## config.mk

```make
export PLATFORM = sky130hd
export DESIGN_NAME = bcl_ctrl
export DESIGN_NICKNAME = d
export VERILOG_FILES = /design/src/rtl/bcl_pkg.sv /design/src/rtl/bcl_ctrl.sv
export SDC_FILE = /design/constraint.sdc
export NUM_CORES = 1
export LEC_CHECK = 0
export ABC_AREA = 1
export BUFFER_PORTS_ARGS = -buffer_cell sky130_fd_sc_hd__buf_2
export CORE_MARGIN = 8
export CORE_UTILIZATION = 51
export CTS_CLUSTER_SIZE = 8
export DETAILED_ROUTE_END_ITERATION = 10
export GPL_ROUTABILITY_DRIVEN = 0
export MAX_ROUTING_LAYER = met4
export PLACE_DENSITY = 0.88
export SKIP_LAST_GASP = 1
export SLEW_MARGIN = 10
export SYNTH_ARGS = -nofsm -noshare
export SYNTH_HDL_FRONTEND = slang
export SYNTH_SLANG_ARGS = --single-unit
```

## constraint.sdc

```tcl
create_clock -name mclk -period 2.8 [get_ports mclk]
set_clock_uncertainty 0.1 [all_clocks]
set_input_delay 0 -clock mclk [delete_from_list [all_inputs] [get_ports mclk]]
set_output_delay 0 -clock mclk [all_outputs]
set_load 0.05 [all_outputs]
```

## src/rtl/bcl_pkg.sv

```systemverilog
// Constants and carrier types of the branch cache tuning and lock block.
package bcl_pkg;

    // ==========================================================
    // Widths
    localparam int SLOT_W = 6;
    localparam int ACC_W  = 12;
    localparam int ADDR_W = 16;
    localparam int WAIT_W = 8;
    localparam int IRQ_W  = 4;

    // ==========================================================
    // Register offsets
    localparam logic [7:0] ADDR_FLASH_STATE = 8'h88;
    localparam logic [7:0] ADDR_MISS_ACC    = 8'h9a;
    localparam logic [7:0] ADDR_TUNING      = 8'ha2;
    localparam logic [7:0] ADDR_LOCK        = 8'ha3;
    localparam logic [7:0] ADDR_IRQ_STATUS  = 8'hb4;
    localparam logic [7:0] ADDR_IRQ_MASK    = 8'hb5;

    // ==========================================================
    // Field positions
    localparam int TN_ALGO_BIT = 3;
    localparam int TN_FIX_BIT  = 2;
    localparam int LC_PUSH_BIT = 7;
    localparam int LC_POP_BIT  = 6;
    localparam int MA_OV_BIT   = 7;
    localparam int IRQ_OV      = 0;
    localparam int IRQ_PUSH    = 1;
    localparam int IRQ_POP     = 2;
    localparam int IRQ_FLASH   = 3;

    // ==========================================================
    // Reset values and fixed figures
    localparam logic              ALGO_RST  = 1'b0;
    localparam logic              FIX_RST   = 1'b1;
    localparam logic [1:0]        THR_RST   = 2'h0;
    localparam logic [SLOT_W-1:0] PTR_RST   = 6'h3f;
    localparam logic [SLOT_W-1:0] SLOT_MAX  = 6'h3f;
    localparam logic [SLOT_W-1:0] SLOT_ZERO = 6'h00;
    localparam logic [SLOT_W-1:0] SLOT_ONE  = 6'h01;
    localparam logic [ACC_W-1:0]  ACC_ONE   = 12'h001;
    localparam logic [ACC_W-1:0]  ACC_FULL  = 12'hfff;
    localparam logic [7:0]        LFSR_SEED = 8'h5a;
    localparam logic [7:0]        LFSR_TAPS = 8'hb8;
    localparam logic [IRQ_W-1:0]  IRQ_NONE  = 4'h0;

    // ==========================================================
    // Carrier types
    typedef struct packed {
        logic              valid;
        logic              movc;
        logic [WAIT_W-1:0] wait_cycles;
    } bcl_fill_t;

    typedef struct packed {
        logic              we;
        logic              lock;
        logic [SLOT_W-1:0] slot;
    } bcl_cache_wr_t;

    typedef struct packed {
        logic              valid;
        logic [SLOT_W-1:0] slot;
    } bcl_unlock_t;

    typedef struct packed {
        logic              valid;
        logic [ADDR_W-1:0] addr;
    } bcl_flash_t;

endpackage : bcl_pkg

```

## src/rtl/bcl_ctrl.sv

```systemverilog
// Tuning, lock stack and miss diagnostics of the branch target cache.
//
// Overview of operation
// - Rebound order replaces slots when algorithm bit is 0, random when 1.
// - Fixed-slot bit set sends every MOVC fill to slot 0 unless push is enabled.
// - Instruction miss data is cached only if fetch exceeded the threshold.
// - Push enabled: a MOVC fill locks the pointer slot, then decrements it.
// - Pointer zero unlocks the whole cache; keep at most 62 slots locked.
// - Writing pop increments the pointer and unlocks that slot; pop reads 0.
// - Pointer is read-only; slots above it stay unless the pointer is 0.
// - Accumulator counts every cycle the core stalls on a cache miss.
// - Overflow flag shows a wrap since the last software write.
// - Accumulator bits 11-5 and 4-1 are readable; bit 0 is hidden.
// - Writing the high field clears the accumulator's low five bits.
// - Reading the high field latches bits 4-1 into the low field.
// - Flash busy reads 1 during flash write or erase, else 0.
// - Flash write or erase always invalidates the affected cache bytes.
// - Pop unlocks only the last locked slot and keeps its contents.
//
// The strobed register port was decided locally.
`timescale 1ns/10ps
module bcl_ctrl (
    // Clock and reset
    input  wire logic                          mclk,
    input  wire logic                          rst_n,
    // Register port
    input  wire logic [7:0]                    reg_addr,
    input  wire logic [7:0]                    reg_wdata,
    input  wire logic                          reg_wr,
    input  wire logic                          reg_rd,
    output logic      [7:0]                    reg_rdata,
    // Core and flash side
    input  wire bcl_pkg::bcl_fill_t            fill,
    input  wire logic                          stall_miss,
    input  wire logic                          flash_busy_in,
    input  wire bcl_pkg::bcl_flash_t           flash_prog,
    // Cache array side
    output bcl_pkg::bcl_cache_wr_t             cache_wr,
    output bcl_pkg::bcl_unlock_t               cache_unlock,
    output bcl_pkg::bcl_flash_t                cache_inv,
    output logic      [bcl_pkg::SLOT_W-1:0]    lock_ptr,
    output logic                               lock_active,
    // Interrupt
    output logic                               irq
);

    // ==========================================================
    // Functions

    // Folds a candidate slot into the unlocked range 0..ptr.
    function automatic logic [bcl_pkg::SLOT_W-1:0] legal_slot(
        input logic [bcl_pkg::SLOT_W-1:0] s,
        input logic [bcl_pkg::SLOT_W-1:0] ptr
    );
        logic [bcl_pkg::SLOT_W-1:0] f;
        f = s - ptr - bcl_pkg::SLOT_ONE;
        if (ptr == bcl_pkg::SLOT_ZERO || s <= ptr) begin
            legal_slot = s;
        end else if (f <= ptr) begin
            legal_slot = f;
        end else begin
            legal_slot = ptr;
        end
    endfunction : legal_slot

    // Moves a slot number one place up or down, wrapping at the ends.
    function automatic logic [bcl_pkg::SLOT_W-1:0] slot_step(
        input logic [bcl_pkg::SLOT_W-1:0] s,
        input logic                       up
    );
        if (up) begin
            slot_step = s + bcl_pkg::SLOT_ONE;
        end else begin
            slot_step = s - bcl_pkg::SLOT_ONE;
        end
    endfunction : slot_step

    // Tells whether a strobe addresses the given register.
    function automatic logic reg_hit(
        input logic       strobe,
        input logic [7:0] addr,
        input logic [7:0] offset
    );
        reg_hit = strobe && addr == offset;
    endfunction : reg_hit

    // ==========================================================
    // State
    logic                        algo_sel;
    logic                        fixed_slot;
    logic [1:0]                  thr;
    logic                        push_en;
    logic [bcl_pkg::SLOT_W-1:0]  ptr;
    logic [bcl_pkg::ACC_W-1:0]   acc;
    logic                        acc_ov;
    logic [3:0]                  acc_low;
    logic [bcl_pkg::SLOT_W-1:0]  reb_pos;
    logic                        reb_up;
    logic [7:0]                  lfsr;
    logic                        busy_q;
    logic [bcl_pkg::IRQ_W-1:0]   irq_status;
    logic [bcl_pkg::IRQ_W-1:0]   irq_mask;

    // ==========================================================
    // Decode
    logic                        wr_tn;
    logic                        wr_lc;
    logic                        wr_ma;
    logic                        rd_ma;
    logic                        wr_msk;
    logic                        rd_st;
    logic                        pop_req;
    logic [bcl_pkg::SLOT_W-1:0]  limit;
    logic [bcl_pkg::SLOT_W-1:0]  algo_slot;
    logic [bcl_pkg::SLOT_W-1:0]  reb_cur;
    logic                        push_do;
    logic                        algo_do;
    logic                        fix_do;
    logic                        acc_wrap;
    logic                        flash_done;
    logic [bcl_pkg::IRQ_W-1:0]   irq_set;
    logic [bcl_pkg::ACC_W-1:0]   next_acc;

    assign wr_tn   = reg_hit(reg_wr, reg_addr, bcl_pkg::ADDR_TUNING);
    assign wr_lc   = reg_hit(reg_wr, reg_addr, bcl_pkg::ADDR_LOCK);
    assign wr_ma   = reg_hit(reg_wr, reg_addr, bcl_pkg::ADDR_MISS_ACC);
    assign rd_ma   = reg_hit(reg_rd, reg_addr, bcl_pkg::ADDR_MISS_ACC);
    assign wr_msk  = reg_hit(reg_wr, reg_addr, bcl_pkg::ADDR_IRQ_MASK);
    assign rd_st   = reg_hit(reg_rd, reg_addr, bcl_pkg::ADDR_IRQ_STATUS);
    assign pop_req = wr_lc && reg_wdata[bcl_pkg::LC_POP_BIT];

    assign limit = (ptr == bcl_pkg::SLOT_ZERO) ?
        bcl_pkg::SLOT_MAX : ptr;
    assign reb_cur = (reb_pos > limit) ? bcl_pkg::SLOT_ZERO : reb_pos;
    assign algo_slot = algo_sel ?
        legal_slot(lfsr[bcl_pkg::SLOT_W-1:0], ptr) : reb_cur;

    always_comb begin
        push_do = 1'b0;
        algo_do = 1'b0;
        fix_do  = 1'b0;
        if (fill.valid) begin
            if (fill.movc) begin
                if (push_en) begin
                    push_do = 1'b1;
                end else if (fixed_slot) begin
                    fix_do = 1'b1;
                end else begin
                    algo_do = 1'b1;
                end
            end else if (fill.wait_cycles > {6'h00, thr}) begin
                algo_do = 1'b1;
            end
        end
    end

    assign acc_wrap   = stall_miss && acc == bcl_pkg::ACC_FULL;
    assign flash_done = busy_q && !flash_busy_in;

    always_comb begin
        irq_set = bcl_pkg::IRQ_NONE;
        irq_set[bcl_pkg::IRQ_OV]    = acc_wrap;
        irq_set[bcl_pkg::IRQ_PUSH]  = push_do;
        irq_set[bcl_pkg::IRQ_POP]   = pop_req;
        irq_set[bcl_pkg::IRQ_FLASH] = flash_done;
    end

    always_comb begin
        next_acc = acc;
        if (wr_ma) begin
            next_acc = {reg_wdata[6:0], 5'h00};
        end
        if (stall_miss) begin
            next_acc = next_acc + bcl_pkg::ACC_ONE;
        end
    end

    // ==========================================================
    // Tuning register
    always_ff @(posedge mclk or negedge rst_n) begin
        if (!rst_n) begin
            algo_sel   <= bcl_pkg::ALGO_RST;
            fixed_slot <= bcl_pkg::FIX_RST;
            thr        <= bcl_pkg::THR_RST;
        end else if (wr_tn) begin
            algo_sel   <= reg_wdata[bcl_pkg::TN_ALGO_BIT];
            fixed_slot <= reg_wdata[bcl_pkg::TN_FIX_BIT];
            thr        <= reg_wdata[1:0];
        end
    end

    // ==========================================================
    // Lock stack
    always_ff @(posedge mclk or negedge rst_n) begin
        if (!rst_n) begin
            push_en <= 1'b0;
            ptr     <= bcl_pkg::PTR_RST;
        end else begin
            if (wr_lc) begin
                push_en <= reg_wdata[bcl_pkg::LC_PUSH_BIT];
            end
            case ({push_do, pop_req})
                2'b10: ptr <= slot_step(ptr, 1'b0);
                2'b01: ptr <= slot_step(ptr, 1'b1);
                default: ptr <= ptr;
            endcase
        end
    end

    // ==========================================================
    // Replacement choice
    always_ff @(posedge mclk or negedge rst_n) begin
        if (!rst_n) begin
            lfsr <= bcl_pkg::LFSR_SEED;
        end else if (lfsr[0]) begin
            lfsr <= (lfsr >> 1) ^ bcl_pkg::LFSR_TAPS;
        end else begin
            lfsr <= lfsr >> 1;
        end
    end

    always_ff @(posedge mclk or negedge rst_n) begin
        if (!rst_n) begin
            reb_pos <= bcl_pkg::SLOT_ZERO;
            reb_up  <= 1'b1;
        end else if (reb_pos > limit) begin
            reb_pos <= bcl_pkg::SLOT_ZERO;
            reb_up  <= 1'b1;
        end else if (algo_do && !algo_sel) begin
            if (reb_up && reb_pos == limit) begin
                reb_up  <= 1'b0;
                reb_pos <= slot_step(reb_pos, 1'b0);
            end else if (!reb_up && reb_pos == bcl_pkg::SLOT_ZERO) begin
                reb_up  <= 1'b1;
                reb_pos <= slot_step(reb_pos, 1'b1);
            end else begin
                reb_pos <= slot_step(reb_pos, reb_up);
            end
        end
    end

    // ==========================================================
    // Cache array commands
    always_ff @(posedge mclk or negedge rst_n) begin
        if (!rst_n) begin
            cache_wr     <= '0;
            cache_unlock <= '0;
            cache_inv    <= '0;
            lock_ptr     <= bcl_pkg::PTR_RST;
            lock_active  <= 1'b1;
        end else begin
            cache_wr.we   <= push_do || fix_do || algo_do;
            cache_wr.lock <= push_do;
            if (push_do) begin
                cache_wr.slot <= ptr;
            end else if (fix_do) begin
                cache_wr.slot <= bcl_pkg::SLOT_ZERO;
            end else begin
                cache_wr.slot <= algo_slot;
            end
            cache_unlock.valid <= pop_req;
            cache_unlock.slot  <= slot_step(ptr, 1'b1);
            cache_inv          <= flash_prog;
            lock_ptr           <= ptr;
            lock_active        <= ptr != bcl_pkg::SLOT_ZERO;
        end
    end

    // ==========================================================
    // Miss penalty accumulator
    always_ff @(posedge mclk or negedge rst_n) begin
        if (!rst_n) begin
            acc    <= '0;
            acc_ov <= 1'b0;
        end else begin
            acc <= next_acc;
            if (acc_wrap) begin
                acc_ov <= 1'b1;
            end else if (wr_ma) begin
                acc_ov <= 1'b0;
            end
        end
    end

    always_ff @(posedge mclk or negedge rst_n) begin
        if (!rst_n) begin
            acc_low <= 4'h0;
        end else if (rd_ma) begin
            acc_low <= acc[4:1];
        end
    end

    // ==========================================================
    // Interrupts
    always_ff @(posedge mclk or negedge rst_n) begin
        if (!rst_n) begin
            busy_q     <= 1'b0;
            irq_status <= bcl_pkg::IRQ_NONE;
            irq_mask   <= bcl_pkg::IRQ_NONE;
            irq        <= 1'b0;
        end else begin
            busy_q <= flash_busy_in;
            if (rd_st) begin
                irq_status <= irq_set;
            end else begin
                irq_status <= irq_status | irq_set;
            end
            if (wr_msk) begin
                irq_mask <= reg_wdata[bcl_pkg::IRQ_W-1:0];
            end
            irq <= |(irq_status & irq_mask);
        end
    end

    // ==========================================================
    // Read data
    always_ff @(posedge mclk or negedge rst_n) begin
        if (!rst_n) begin
            reg_rdata <= 8'h00;
        end else if (reg_rd) begin
            case (reg_addr)
                bcl_pkg::ADDR_FLASH_STATE:
                    reg_rdata <= {7'h00, flash_busy_in};
                bcl_pkg::ADDR_MISS_ACC:
                    reg_rdata <= {acc_ov, acc[11:5]};
                bcl_pkg::ADDR_TUNING:
                    reg_rdata <= {acc_low, algo_sel, fixed_slot, thr};
                bcl_pkg::ADDR_LOCK:
                    reg_rdata <= {push_en, 1'b0, ptr};
                bcl_pkg::ADDR_IRQ_STATUS:
                    reg_rdata <= {4'h0, irq_status};
                bcl_pkg::ADDR_IRQ_MASK:
                    reg_rdata <= {4'h0, irq_mask};
                default:
                    reg_rdata <= 8'h00;
            endcase
        end else begin
            reg_rdata <= 8'h00;
        end
    end

endmodule : bcl_ctrl

```

== Yosys cells after proc, flatten, opt, wreduce, memory -nomap -nowiden ==
Cells that the tools add are included.
Word-level totals
  flip-flop bits (word level): 100
  latch bits: 0
  RAM bits: 0
  bits in read-only memories: 0
  bits of input ports: 49
  memories: 0
Operators by class
  add/subtract/negate cells: 7
  multipliers: 0
  divide/modulo/power cells: 0
  order comparisons: 4
  eq/ne operators: 10
  shift-type cells: 0
  multiplexer cells: 37
  bitwise logic cells: 3
  reduce and logical (&&, ||, !) cells: 27
Operator list (count)
  two-way mux 6 bit: 12
  == test 8 bit (second input constant): 6
  case mux 8 bit (6 select lines): 1
  two-way mux 12 bit: 2
  two-way mux 1 bit: 18
  subtractor 6 x 1 -> 6 bit (second input constant): 3
  two-way mux 8 bit: 2
  adder 12 x 1 -> 12 bit (second input constant): 1
  adder 6 x 1 -> 6 bit (second input constant): 2
  == test 12 bit (second input constant): 1
  <= comparator 6 bit: 2
  logical AND 1 bit: 12
  logical NOT 6 bit: 2
  case mux 6 bit (2 select lines): 1
  greater-than comparator 8 x 2 -> 1 bit: 1
  == test 6 bit: 1
  greater-than comparator 6 bit: 1
  nonzero test 2 bit: 3
  nonzero test 6 bit: 1
  subtractor 6 bit: 1
  AND 4 bit: 1
  two-way mux 4 bit: 1
  NOT 3 -> 4 bit: 1
  bitwise OR 4 bit: 1
  other kinds (7): 11

== Depth between registers and ports, before layout ==
  depth in word-level cells: 8
  gate-level depth with buffers: 21

== Least setup slack after synthesis ==
Ideal clock, no wire load.
  path kind: register -> register
  start point: register ptr[2] (netlist bit)
  end point: register cache_wr[5] (netlist bit)
  library setup time: 0.117 ns
  arrival time: 2.668 ns
  required time: 2.583 ns
  setup slack: -0.084 ns
  stages on the path, launching flop included: 20
  buffers on the path: 1
  period minus slack after synthesis: 2.884 ns
  cells stage by stage: dfstp_2 buf_2 inv_1 ha_1 nand2_1 nand2_1 inv_1 nand2_1 xor2_1 inv_1 ha_1 nand2_1 nor2_1 nand4_1 nand2_1 nand3_1 nand2_1 nand2_1 nand2_1 nand2_1
Between the ends
  word-level cells in the longest chain between the ends: 8
RTL lines
  from (decl): line bcl_ctrl.sv:93  | logic [bcl_pkg::SLOT_W-1:0] ptr;
  from (signal assigned): line bcl_ctrl.sv:197  | ptr <= bcl_pkg::PTR_RST;
  from (signal assigned): line bcl_ctrl.sv:203  | 2'b10: ptr <= slot_step(ptr, 1'b0);
  from (signal assigned): line bcl_ctrl.sv:204  | 2'b01: ptr <= slot_step(ptr, 1'b1);
  subtractor 6 bit: line bcl_ctrl.sv:56  | f = s - ptr - bcl_pkg::SLOT_ONE;
  subtractor 6 x 1 -> 6 bit: line bcl_ctrl.sv:56
  <= comparator 6 bit: line bcl_ctrl.sv:59  | end else if (f <= ptr) begin
  two-way mux 6 bit: line bcl_ctrl.sv:59
  two-way mux 6 bit: line bcl_ctrl.sv:57  | if (ptr == bcl_pkg::SLOT_ZERO || s <= ptr) begin
  two-way mux 6 bit *: line bcl_ctrl.sv:135  | assign algo_slot = algo_sel ?
  two-way mux 6 bit *: line bcl_ctrl.sv:256  | end else if (fix_do) begin
  two-way mux 6 bit *: line bcl_ctrl.sv:254  | if (push_do) begin
  to (decl): line bcl_ctrl.sv:38  | output bcl_pkg::bcl_cache_wr_t cache_wr,
Mark *: on every way between the ends. The rest lies on a longest branch, timed or not.
A chain may end at the register's enable or synchronous reset.

== Worst setup path in the final report ==
  start point: register ptr[0] (netlist bit)
  end point: register cache_wr[1] (netlist bit)
The elaborated chain is that of the path after synthesis.

==> flow_summary.ini <==
[detailed_routing]
wl_mm = 15.8
firstDrtPassIters = 6
antenna_left = 0
drc_errors = 0
vias_per_cell = 5.40
routed-via-count = 5261
drt_iter0_drc = 529
wl_per_cell_um = 16.2

[global_route]
grt_pass1_wl_mm = 24.8
overflow = 0
grt_max_degree = 54
grt_use_total_pct = 22.2
antenna_found_initial = 0
grt_pass1_vias = 5007

[setup_path]
crit_arrival_ns = 2.99
critPathCaptureType = flip-flop
rr_startpoint = ptr[0]$_DFFE_PN1P_
cp.required_ns = 2.98
crit_fanout = 7
cp-start-kind = flip-flop
crit_type = reg2reg
worst-r2r-cell-count = 19
r2r_slack_ns = -0.005
r2r-end = cache_wr[1]$_DFF_PN0_

[floorplan]
die_h_um = 119
row_count = 37
start_util_pct = 52.3
die_area_um2 = 14100
die_w_um = 119
core_um2 = 10300
io_pins = 97

[job]
drv_cap = 0

[power_and_ir_drop]
cellPowerDensity_nw_per_um2 = 872
power_leakage_nw = 3.67
vdd.ir_drop.worst_v = 0.000548
power.total_w = 0.00610

[placed_design]
postPlaceCellArea_um2 = 6180
port_buffers = 96
dp_hpwl_mm = 10.6
dp_slack_ns = -0.0625

[sta]
setup_viol = 1
period_share_pct = 100
hold_viol = 0
rsz0062_at_grt = yes
max_slew.worst_pin.slew_ns = 0.638
fmax_mhz = 357
maxSlewHeadroom_pct = 57.5
slew_viol_final = 0
layout_min_cycle_time_ns = 2.81
tns_ns = -0.00502
setup_ws_ns = -0.00502

[clock_network]
cts_tree = done
cts-root-buf = clkbuf_8
htree_levels = 3
insertion_delay_ns = 0.39
clk_pin_slew_ns = 0.12
clk_path_buf_depth = 2
numClockSinks = 100
cts_buffers = 9

[finish]
fin_nets = 910
insertedDiodeCount = 0
num-fill-cells = 787
syn2layout_area_growth_pct = 29.9
register_area_um2 = 2530
final_area_um2 = 6990
multiInputGateArea_um2 = 2600
mostFrequentLayoutCells = nand2_1 (165), inv_1 (97), buf_2 (95)
mostFrequentLayoutCell = nand2_1
drive_above_1_share_pct = 25.5

[min_path]
hp-start = reg_addr[7]
min_to = reg_rdata[6]$_DFF_PN0_
hp-class = in2reg
holdPathStages = 5

[synth]
synth_cell_types = 37
syn_area_um2 = 5380
synth_edf_count = 0
ys_ff_latch = 100
async_flop_share_pct = 100
synth_top_family_by_area = simple AND/OR/NAND/NOR gates
syn-num-nets = 746
synth.area.mux_share_pct = 0.209
synth_seq_area_share_pct = 47.0
synthCells = 669
synthFlopType = dfrtp_1
synth_xor_area_share_pct = 3.58
synth_compound_area_share_pct = 8.79
yosysWarningCount = 0
synthAdderAreaFrac_pct = 6.65
yosys.area_share.simple_pct = 25.2
synth_area_per_cell_um2 = 8.04

[status]
status = finished with violations
failed_checks = setup timing
## cells in the mapped netlist (4+ instances only)
library cell / instances / share of area [%]
nor2_2: 4 / 0.47
xor2_1: 18 / 2.9
nand3_1: 50 / 4.7
a21oi_1: 28 / 2.6
dfrtp_1: 81 / 38
inv_1: 106 / 7.4
xnor2_1: 4 / 0.65
dfstp_2: 19 / 9.3
nor3_1: 10 / 0.93
nand2_1: 172 / 12
nand4_1: 18 / 2.1
ha_1: 27 / 6.3
o21ai_0: 34 / 3.2
buf_2: 4 / 0.37
o22ai_1: 14 / 1.6
clkbuf_1: 5 / 0.35
nor2_1: 49 / 3.4
## what timing repair did
action,4_1_cts,5_1_grt
gates cloned,0,1
hold endpoints to repair,96,0
pin swaps,6,9
endpoints found under the setup margin,7,13
buffers inserted,0,7
resized for setup,8,32
hold buffers,38,0
## registers in the layout (all words and copies together), names as in the netlist
signal,flops
thr,2
fixed_slot,1
acc_low,4
reb_up,1
busy_q,1
algo_sel,1
cache_unlock,7
cache_wr,8
reg_rdata,8
acc,12
ptr,6
irq,1
push_en,1
reb_pos,6
lock_active,1
irq_status,4
lfsr,8
lock_ptr,6
acc_ov,1
cache_inv,17
irq_mask,4
## critical path: stages, from the launching register on
cell and delay [ns]:
dfstp_2 0.55, inv_2 0.06, ha_4 0.17, inv_2 0.05
fa_2 0.24, nor2_2 0.06, o21ai_0 0.21, nand2_2 0.12
inv_2 0.08, ha_4 0.19, nand2_2 0.07, nor2_2 0.05
nand2_1 0.09, nand3_2 0.16, nand2_2 0.19, nand2_1 0.08
nand3_1 0.07, nand2_1 0.06, nand2_1 0.07, nand2_1 0.05
## routing by layer
layer	vias to the layer above	GRT usage [%]	wire length [um]
met1	2388	27.7	6280
met5	-	-	0
met4	0	9.64	571
met3	55	4.24	1540
met2	342	34.6	7410
li1	2476	-	-
## worst max path at each step
stage	slack [ns]	depth (start not counted)	start	end
global route	-0.11	19	ptr[0]$_DFFE_PN1P_	cache_wr[1]$_DFF_PN0_
floorplan	0.01	19	ptr[0]$_DFFE_PN1P_	cache_wr[5]$_DFF_PN0_
CTS	-0.04	21	ptr[0]$_DFFE_PN1P_	cache_wr[5]$_DFF_PN0_
finish	-0.005	19	ptr[0]$_DFFE_PN1P_	cache_wr[1]$_DFF_PN0_
detailed placement	-0.06	19	ptr[0]$_DFFE_PN1P_	cache_wr[5]$_DFF_PN0_
global placement	0.03	19	ptr[0]$_DFFE_PN1P_	cache_wr[5]$_DFF_PN0_
## through the flow
| stage | util (%) | hold slack [ns] | instances |
|---|---|---|---|
| finish | 68.0 | 0.0509 | 974 |
| global route | 68.0 | 0.0692 | 974 |
| CTS | 66.1 | 0.0323 | 966 |
| detailed placement | 60.1 | -0.0404 | 912 |
| global placement | 60.1 | -0.0420 | 912 |
| floorplan | - | -0.396 | 669 |
## power breakdown
part           internal, W  switching [W]  total, W
Clock             0.000347       0.000585  0.000931
Combinational      0.00107        0.00207   0.00315
Sequential         0.00181       0.000212   0.00202
Total              0.00323        0.00287   0.00610
## cells by family after synthesis
logic type      after synthesis
buf+inv                     120
mux                           1
compound gates               86
simple gates                312
xor+xnor                     22
flops                       100
fa+ha+maj                    28
## final cells by class
cell class / count / area share, %
Clock buffer: 9 / 1.77
Clock inverter: 7 / 0.984
Inverter: 110 / 5.91
Multi-Input combinational cell: 450 / 37.2
Sequential cell: 100 / 36.1
Tap cell: 136 / 2.43
Timing Repair Buffer: 162 / 15.5
No activity file was read; power rests on OpenSTA's default activity.
